===== src/hdl/ssw_pkg.sv =====
// package for the supply supervisor reset generator: timing constants and types
// assumes a single 10 MHz clock; analog comparators live outside this block
package ssw_pkg;

    // clock and timing
    localparam int unsigned CLK_HZ = 10_000_000;
    localparam int unsigned HOLD_DELAY_MS = 180;
    // least time, so round up to whole cycles
    localparam longint unsigned HOLD_CYCLES_L =
        (longint'(HOLD_DELAY_MS) * CLK_HZ + 999) / 1000;
    localparam int unsigned HOLD_CYCLES = int'(HOLD_CYCLES_L);
    // watchdog timeout default, counted in clock cycles
    localparam int unsigned WDOG_TIMEOUT_CYCLES = 16_000_000;
    localparam int unsigned CNT_W = 32;

    // reset values
    localparam logic RST_ASSERTED_N = 1'b0;

    // synchronised pin levels
    typedef struct packed {
        logic below;
        logic above;
        logic mr_n;
        logic kick;
    } ssw_pins_t;

    // outputs to the system
    typedef struct packed {
        logic reset_n;
        logic reset_hi;
    } ssw_rst_out_t;

    typedef enum logic [1:0] {
        SSW_HOLD,
        SSW_RUN
    } ssw_phase_t;

endpackage : ssw_pkg


===== src/hdl/ssw_supervisor.sv =====
// supply supervisor reset generator with manual reset and watchdog
// assumes comparator outputs, manual reset and kick arrive asynchronously
`timescale 1ns/1ps

module ssw_supervisor #(
    parameter int unsigned WDOG_CYCLES = ssw_pkg::WDOG_TIMEOUT_CYCLES,
    parameter int unsigned HOLD_CYC = ssw_pkg::HOLD_CYCLES,
    parameter bit HAS_MR = 1'b1,
    parameter bit HAS_WDOG = 1'b1
) (
    input wire logic mclk,
    input wire logic rst,
    input wire logic below_lower_trip,
    input wire logic above_upper_trip,
    input wire logic manual_reset_n,
    input wire logic watchdog_kick_input,
    output ssw_pkg::ssw_rst_out_t rst_out
);
    import ssw_pkg::*;

    // ==========================================================
    // elaboration checks
    // a watchdog below two cycles would fire on the edge that clears it
    if (WDOG_CYCLES < 2) begin : g_bad_wdog
        $error("ssw_supervisor: watchdog count too small");
    end
    // a zero hold would wrap the end count to all ones and hold reset for about 2^32 cycles
    if (HOLD_CYC < 1) begin : g_bad_hold
        $error("ssw_supervisor: hold count too small");
    end

    typedef struct packed {
        ssw_pins_t s1;
        ssw_pins_t s2;
        logic kick_d;
        logic supply_low;
        logic [CNT_W-1:0] hold_cnt;
        logic [CNT_W-1:0] wdog_cnt;
        logic wdog_fire;
        ssw_phase_t phase;
        ssw_rst_out_t out;
    } ssw_state_t;

    ssw_state_t st;
    ssw_state_t next_st;
    ssw_pins_t raw;
    logic mr_active;
    logic kick_edge;
    logic any_cause;

    // ==========================================================
    // combinational next state
    always_comb begin
        next_st = st;
        raw.below = below_lower_trip;
        raw.above = above_upper_trip;
        // without manual reset the pin reads as released
        raw.mr_n = HAS_MR ? manual_reset_n : 1'b1;
        raw.kick = watchdog_kick_input;
        // two-flop synchronisers; stage one feeds stage two only
        next_st.s1 = raw;
        next_st.s2 = st.s1;
        next_st.kick_d = st.s2.kick;
        // hysteresis: enter at lower, leave only above upper
        if (st.s2.below) begin
            next_st.supply_low = 1'b1;
        end else if (st.s2.above) begin
            next_st.supply_low = 1'b0;
        end
        mr_active = !st.s2.mr_n;
        kick_edge = st.s2.kick ^ st.kick_d;
        // watchdog fire only counts with supply good
        any_cause = st.supply_low || mr_active || (st.wdog_fire && !st.supply_low);
        // watchdog: cleared on edge or while reset is out
        next_st.wdog_fire = 1'b0;
        if (!HAS_WDOG || kick_edge || st.phase == SSW_HOLD || any_cause) begin
            next_st.wdog_cnt = '0;
        end else if (st.wdog_cnt >= CNT_W'(WDOG_CYCLES - 1)) begin
            next_st.wdog_cnt = '0;
            next_st.wdog_fire = 1'b1;
        end else begin
            next_st.wdog_cnt = st.wdog_cnt + CNT_W'(1);
        end
        // single hold counter restarts while any cause holds
        case (st.phase)
            SSW_HOLD: begin
                if (any_cause) begin
                    next_st.hold_cnt = '0;
                end else if (st.hold_cnt >= CNT_W'(HOLD_CYC - 1)) begin
                    next_st.phase = SSW_RUN;
                end else begin
                    next_st.hold_cnt = st.hold_cnt + CNT_W'(1);
                end
            end
            SSW_RUN: begin
                if (any_cause) begin
                    next_st.phase = SSW_HOLD;
                    next_st.hold_cnt = '0;
                end
            end
            default: begin
                next_st.phase = SSW_HOLD;
            end
        endcase
        // both polarities from the same state
        next_st.out.reset_n = (next_st.phase == SSW_RUN);
        next_st.out.reset_hi = (next_st.phase != SSW_RUN);
    end

    // ==========================================================
    // state register; reset starts in hold with supply treated as low
    always_ff @(posedge mclk) begin
        if (rst) begin
            st <= '0;
            st.s1.mr_n <= 1'b1;
            st.s2.mr_n <= 1'b1;
            st.supply_low <= 1'b1;
            st.phase <= SSW_HOLD;
            st.out.reset_n <= RST_ASSERTED_N;
            st.out.reset_hi <= 1'b1;
        end else begin
            st <= next_st;
        end
    end

    assign rst_out = st.out;

    // ==========================================================
    // assertions
    supply_low_rst_a: assert property (@(posedge mclk) disable iff (rst)
        st.supply_low |=> !rst_out.reset_n)
        else $error("reset released while supply low");

    hold_delay_rst_a: assert property (@(posedge mclk) disable iff (rst)
        $rose(rst_out.reset_n) |-> st.hold_cnt == CNT_W'(HOLD_CYC - 1))
        else $error("reset released before hold delay");

    hold_count_a: assert property (@(posedge mclk) disable iff (rst)
        (st.phase == SSW_HOLD && !any_cause && st.hold_cnt < CNT_W'(HOLD_CYC - 1))
        |=> st.hold_cnt == $past(st.hold_cnt) + CNT_W'(1))
        else $error("hold counter did not advance");

    manual_force_a: assert property (@(posedge mclk) disable iff (rst)
        !st.s2.mr_n |=> !rst_out.reset_n ##1 !rst_out.reset_n)
        else $error("manual reset did not force reset");

    mr_release_a: assert property (@(posedge mclk) disable iff (rst)
        (mr_active && !st.supply_low) |=> st.hold_cnt == '0)
        else $error("manual release did not restart hold");

    wdog_expiry_a: assert property (@(posedge mclk) disable iff (rst)
        st.wdog_fire |=> !rst_out.reset_n)
        else $error("watchdog expiry did not reset");

    wdog_clear_a: assert property (@(posedge mclk) disable iff (rst)
        (kick_edge || st.phase == SSW_HOLD) |=> st.wdog_cnt == '0)
        else $error("watchdog not cleared");

    polarity_pair_a: assert property (@(posedge mclk) disable iff (rst)
        rst_out.reset_hi == !rst_out.reset_n)
        else $error("reset outputs disagree");

    hyst_hold_a: assert property (@(posedge mclk) disable iff (rst)
        (st.supply_low && !st.s2.above) |=> st.supply_low)
        else $error("supply low left without upper trip");

    wdog_supply_a: assert property (@(posedge mclk) disable iff (rst)
        st.supply_low |=> !st.wdog_fire)
        else $error("watchdog fired with supply low");

    // ==========================================================
    // hold phase and output pairing
    hi_follows_phase_a: assert property (@(posedge mclk) disable iff (rst)
        rst_out.reset_hi == (st.phase != SSW_RUN))
        else $error("high reset out of step with phase");

    lo_follows_phase_a: assert property (@(posedge mclk) disable iff (rst)
        rst_out.reset_n == (st.phase == SSW_RUN))
        else $error("low reset out of step with phase");

    run_cause_hold_a: assert property (@(posedge mclk) disable iff (rst)
        (st.phase == SSW_RUN && any_cause) |=> st.phase == SSW_HOLD)
        else $error("cause did not enter hold");

    hold_stays_a: assert property (@(posedge mclk) disable iff (rst)
        (st.phase == SSW_HOLD && any_cause) |=> st.phase == SSW_HOLD)
        else $error("hold left while a cause was active");

    cause_clears_cnt_a: assert property (@(posedge mclk) disable iff (rst)
        (st.phase == SSW_HOLD && any_cause) |=> st.hold_cnt == '0)
        else $error("hold counter not restarted by cause");

    hold_full_a: assert property (@(posedge mclk) disable iff (rst)
        (st.phase == SSW_HOLD && st.hold_cnt < CNT_W'(HOLD_CYC - 1))
        |=> st.phase == SSW_HOLD)
        else $error("hold left before count complete");

    hold_bound_a: assert property (@(posedge mclk) disable iff (rst)
        st.hold_cnt <= CNT_W'(HOLD_CYC - 1))
        else $error("hold counter ran past its end");

    run_cnt_full_a: assert property (@(posedge mclk) disable iff (rst)
        st.phase == SSW_RUN |-> st.hold_cnt == CNT_W'(HOLD_CYC - 1))
        else $error("running without a full hold");

    hold_exit_a: assert property (@(posedge mclk) disable iff (rst)
        (st.phase == SSW_HOLD && !any_cause && st.hold_cnt == CNT_W'(HOLD_CYC - 1))
        |=> rst_out.reset_n)
        else $error("reset not released after full hold");

    release_clean_a: assert property (@(posedge mclk) disable iff (rst)
        $rose(rst_out.reset_n) |-> !$past(st.supply_low) && $past(st.s2.mr_n))
        else $error("reset released with a cause present");

    // ==========================================================
    // input synchronisers and hysteresis
    sync_stage_a: assert property (@(posedge mclk) disable iff (rst)
        st.s2 == $past(st.s1))
        else $error("second sync stage out of step");

    kick_delay_a: assert property (@(posedge mclk) disable iff (rst)
        st.kick_d == $past(st.s2.kick))
        else $error("kick edge flop out of step");

    hyst_enter_a: assert property (@(posedge mclk) disable iff (rst)
        st.s2.below |=> st.supply_low)
        else $error("supply low not entered");

    hyst_leave_a: assert property (@(posedge mclk) disable iff (rst)
        (!st.s2.below && st.s2.above) |=> !st.supply_low)
        else $error("supply low not left above upper trip");

    mr_absent_a: assert property (@(posedge mclk) disable iff (rst)
        !HAS_MR |-> st.s2.mr_n)
        else $error("manual reset seen in variant without it");

    // ==========================================================
    // watchdog counter
    wdog_bound_a: assert property (@(posedge mclk) disable iff (rst)
        st.wdog_cnt <= CNT_W'(WDOG_CYCLES - 1))
        else $error("watchdog counter ran past timeout");

    wdog_count_a: assert property (@(posedge mclk) disable iff (rst)
        (HAS_WDOG && !kick_edge && st.phase == SSW_RUN && !any_cause
        && st.wdog_cnt < CNT_W'(WDOG_CYCLES - 1))
        |=> st.wdog_cnt == $past(st.wdog_cnt) + CNT_W'(1))
        else $error("watchdog counter did not advance");

    wdog_off_a: assert property (@(posedge mclk) disable iff (rst)
        !HAS_WDOG |-> !st.wdog_fire)
        else $error("disabled watchdog fired");

    fire_pulse_a: assert property (@(posedge mclk) disable iff (rst)
        st.wdog_fire |=> !st.wdog_fire)
        else $error("watchdog fire longer than one cycle");

    hold_no_fire_a: assert property (@(posedge mclk) disable iff (rst)
        st.phase == SSW_HOLD |=> !st.wdog_fire)
        else $error("watchdog fired during hold");

    low_clears_wdog_a: assert property (@(posedge mclk) disable iff (rst)
        st.supply_low |=> st.wdog_cnt == '0)
        else $error("watchdog counted with supply low");

    mr_clears_wdog_a: assert property (@(posedge mclk) disable iff (rst)
        mr_active |=> st.wdog_cnt == '0)
        else $error("watchdog counted during manual reset");

    fire_needs_run_a: assert property (@(posedge mclk) disable iff (rst)
        st.wdog_fire |-> $past(st.phase) == SSW_RUN)
        else $error("watchdog fired outside run");

    fire_needs_good_a: assert property (@(posedge mclk) disable iff (rst)
        st.wdog_fire |-> !$past(st.supply_low))
        else $error("watchdog fired after supply low");

endmodule : ssw_supervisor


===== config.mk =====
export PLATFORM = sky130hd
export DESIGN_NAME = ssw_supervisor
export DESIGN_NICKNAME = d
export VERILOG_FILES = /design/src/hdl/ssw_pkg.sv /design/src/hdl/ssw_supervisor.sv
export SDC_FILE = /design/constraint.sdc
export NUM_CORES = 1
export LEC_CHECK = 0
export BUFFER_PORTS_ARGS = -buffer_cell sky130_fd_sc_hd__buf_2
export CORE_MARGIN = 2
export CORE_UTILIZATION = 35
export DETAILED_ROUTE_END_ITERATION = 6
export HOLD_SLACK_MARGIN = 0.08
export MAX_ROUTING_LAYER = met4
export SLEW_MARGIN = 10
export SYNTH_ARGS = -nofsm -noshare
export SYNTH_HDL_FRONTEND = slang
export SYNTH_SLANG_ARGS = --single-unit

===== constraint.sdc =====
create_clock -name mclk -period 6.02 [get_ports mclk]
set_input_delay 1.204 -clock mclk [delete_from_list [all_inputs] [get_ports mclk]]
set_output_delay 1.204 -clock mclk [all_outputs]
set_load 0.01 [all_outputs]

# Word-level counts from Yosys, hierarchy flattened
# Index checks and enable logic that the tools add are counted.
# word_totals
reg_bits,79
inputBits,6
# classes
add_sub_neg,2
n_lt_le_gt_ge,2
n_eq_ne,5
mux,9
n_bitwise,1
n_reduce_logical,13
# ops
op,count
$mux 32,3
$add 32x1->32 const B,2
$pmux 32 s2,1
$ge 32x21->1 const B,1
$ge 32x24->1 const B,1
$mux 2,3
$eq 2x1->1 const B,2
$logic_or 1x1->1,4
$pmux 2 s2,1
$reduce_or 2->1,2
$ne 3x3->1 const B,1
$reduce_and 3->1,1
$reduce_or 3->1,1
$logic_not 1->1,2
$logic_not 2->1,1
$ne 2x1->1 const B,1
$ne 2x2->1 const B,1
$reduce_bool 2->1,1
$logic_and 1x1->1,1
$mux 1,1
$xor 1x1->1,1

# Logic depth before layout (Yosys ltp)
# depth
depth_word,6
mapped_depth,9

# Worst setup path before layout
# OpenSTA, ideal clock, no wires.
# synth_path
path_kind,input to register
start,in rst
end,reg st[47] in the netlist's numbering
setup_ns,0.069
arrival_time_ns,2.603
path_slack_ns,3.348
path_stages,7
path_cell_list,nor4b_4 > nand2_4 > nor2_4 > nand3_2 > buf_6 > or4b_1 > o21ai_1
# synth_rtl
item,line_no,rtl
from (decl),ssw_supervisor.sv:12,"input wire logic rst,"
to (signal assigned),ssw_supervisor.sv:122,st <= next_st;
to (decl),ssw_supervisor.sv:44,ssw_state_t st;

==> flow_summary_export.csv <==
group,metric,value,unit
run_status,status,"finished, final reports clean",
worst_setup_path,r2r_setup_slack,3.73,ns
final_layout,diodes,0,
synth,syn_area,0.00320,mm²
sta,clock.fmax,340,MHz
drt,first_iter_violations,126,
synth,ys_seq_elements,79,
sta,setup_violations,0,
drt,post_drt_wl_per_cell,12.6,µm
worst_setup_path,path_cells,"buf_2 -> nor4b_4 -> nand2_4 -> nor2_4 -> nand3_2 -> or4_1 -> nand3_1",
sta,relSlewSlack,41.5,%
sta,drv_slew,0,
clock_tree,cts_max_path_buffers,2,
final_layout,area_growth,10.6,%
worst_setup_path,max_stage_delay,0.60,ns
worst_setup_path,rr_worst_depth,6,
hold_path,whs_endpoint,"st[69]$_SDFFE_PP1P_",
clock_tree,htree_num_levels,3,
synth,synth_area_leaders,"dfxtp_1, nor2_1, xor2_1",
hold_path,hp-class,"reg -> reg",
floorplanning,die_w,99.6,µm
worst_setup_path,worst-endpoint-arrival,3.23,ns
power,power.leakage,1.23,nW
global_routing,grt_pass1_vias,2349,
clock_tree,clockRootBuffer,"clkbuf_8",
sta,period_minus_slack,2.94,ns
worst_setup_path,reg2reg_from,"st[69]$_SDFFE_PP1P_",
floorplanning,dieArea,0.00992,mm²
synth,syn-mean-instance-area,9.11,µm²
worst_setup_path,end_kind,"flip-flop",
worst_setup_path,worst-path-buf-inv,1,
drt,vias_per_cell,5.03,
worst_setup_path,required,6.31,ns
floorplanning,core_area,0.00881,mm²
drt,drt-pass1-iter-count,4,
sta,rsz0062_at_grt,"false",
clock_tree,post_cts_buffers,0,
clock_tree,postCtsHoldBufs,0,
clock_tree,numCtsBuffers,9,
placement,hpwl,4220,µm
hold_path,min-delay-start,"st[73]$_SDFF_PP0_",
drt,vias,2400,
sta,period_share,48.8,%
hold_path,hold_depth,1,
global_routing,grt_usage,13.8,%
worst_setup_path,crit_family,"simple AND/OR/NAND/NOR gates",
synth,synth_top_area_share,49.5,%
final_layout,fin_nets,372,
power,peakVddDrop,0.000169,V
worst_setup_path,path_depth,7,
sta,tns,0,ns
drt,drtAntennaViolNets,0,
synth,ys_types,47,
clock_tree,cts.clk_slew.worst_paths,0.08,ns
worst_setup_path,r2r-end,"st[51]$_SDFFE_PP0P_",
synth,yosysWarnings,0,
floorplanning,initial_utilization,36.3,%
worst_setup_path,cp_max_fo,14,
clock_tree,cts_resized,0,
worst_setup_path,worstSetupPathType,"in -> reg",
drt,drt-total-wl,6020,µm
floorplanning,die_h,99.6,µm
synth,synth_edf_count,0,
final_layout,drive_gt1_share,8.40,%
global_routing,grt_max_degree,25,
sta,worstMarginPinSlew,0.877,ns
drt,drc,0,
synth,synthFlopType,"dfxtp_1",
floorplanning,fp-row-count,34,
clock_tree,clk_latency,0.35,ns
clock_tree,cts_tree,"built",
global_routing,overflow,0,
final_layout,final_util,40.2,%
sta,hold_viol,0,
floorplanning,ioPinCount,8,
synth,synthArstFlopShare,0,%
synth,ys_seq_area_share,49.5,%
sta,finalClockSkew,0.00602,ns
worst_setup_path,critPathLaunchType,"primary input",
placement,port-buffer-count,7,
power,power_density,268,mW/mm²
global_routing,antenna_found_initial,0,
global_routing,grt_pass1_wl,10900,µm
job,drv_cap,0,
synth,synth_cells,351,
worst_setup_path,crit_path_top_delay_cell,"or4_1",
clock_tree,clock-sinks,79,
placement,routabilityCongestion,0.899,
synth,synth_top_cell_by_area,"dfxtp_1",
## worst max-delay path by stage
stage,startpoint,endpoint,slack (ns)
after floorplan,rst,st[47]$_SDFFE_PP0P_,3.35
after global placement,rst,st[51]$_SDFFE_PP0P_,2.82
after detailed placement,rst,st[51]$_SDFFE_PP0P_,2.76
after CTS,rst,st[51]$_SDFFE_PP0P_,3.11
after global routing,rst,st[51]$_SDFFE_PP0P_,2.97
final,rst,st[51]$_SDFFE_PP0P_,3.08
## state kept, by name (all words and copies together), names as in the netlist
| name | count |
|---|---|
| st | 72 |
| next_st | 5 |
| rst_out | 2 |
## worst reg2reg max path: cells and delay by family (launching register included)
family	cells	cell delay, ns
DFF	1	0.36
and+or+nand+nor	6	1.90
## report_power, final
group / total, W / switching (W) / leakage [nW] / internal, W
Combinational: 0.0000182 / 0.0000116 / 0.495 / 0.00000668
Clock: 0.000398 / 0.000201 / 0.0982 / 0.000196
Sequential: 0.000532 / 0.00000366 / 0.642 / 0.000528
Total: 0.000948 / 0.000217 / 1.23 / 0.000731
## cell families (layout without fill, tap and decap cells)
kind of cell | count (synthesis) | after routing | share of synthesized area, %
muxes | 2 | 2 | 0.626
buffers and inverters | 17 | 27 | 2.50
other | 1 | 9 | 0.117
and+or+nand+nor | 176 | 176 | 29.9
DFF | 79 | 79 | 49.5
adders and majority gates | 2 | 2 | 0.782
xor gates and xnor gates | 23 | 23 | 6.30
AOI/OAI and AO/OA | 51 | 51 | 10.3
## synthesized netlist by cell type (2+ instances only)
master and count:
dfxtp_1 79, nor2_1 45, nand2_1 26, nand3_1 23, o21ai_1 18, nand4_1 16
xor2_1 16, and2_1 13, nor2b_1 12, clkbuf_1 9, and3_1 7, and4_1 7
nor4_1 7, xnor2_1 7, o21ai_0 5, o31ai_1 5, a31oi_1 4, inv_1 4
a2bb2oi_1 3, nand2b_1 3, o211ai_1 3, a2111oi_0 2, a211oi_1 2, a21oi_1 2
a41oi_1 2, buf_4 2, ha_1 2, mux2i_1 2, nand3_2 2, nor3_1 2
or2_1 2, or2_2 2, or3_1 2, or4_1 2
## area by class of cell
class	count	area [µm²]
Fill cell	883	5270
Tap cell	108	135
Timing Repair Buffer	7	35.0
Sequential cell	79	1580
Clock inverter	7	78.8
Multi-Input combinational cell	263	1570
Clock buffer	9	124
Inverter	4	15.0
## per-stage QoR
step                      setup WS (ns)  power [W]  instances  cell area, µm²  hold slack [ns]
after global routing               2.97   0.000990        477            3540            0.431
after floorplan                    3.35   0.000557        359            3230            0.388
after detailed placement           2.76   0.000563        461            3330            0.395
after CTS                          3.11   0.000962        477            3540            0.414
after global placement             2.82   0.000562        461            3330            0.391
final                              3.08   0.000948        477            3540            0.411
## routing by layer
metal	GRT usage [%]	vias to the layer above	part of all wire, %
met5	-	-	0
met3	4.71	6	4.4
li1	-	1256	-
met4	2.53	0	0.65
met1	17.9	1104	51
met2	21.3	34	44
## cell usage in the layout (no fill, tap or decap), types with 9 or more instances in the layout
master / n
dfxtp_1: 79
nor2_1: 45
nand2_1: 26
nand3_1: 23
o21ai_1: 18
xor2_1: 16
nand4_1: 16
and2_1: 13
nor2b_1: 12
clkbuf_8: 9
conb_1: 9
Note: power is estimated with default switching activity, not from simulation.
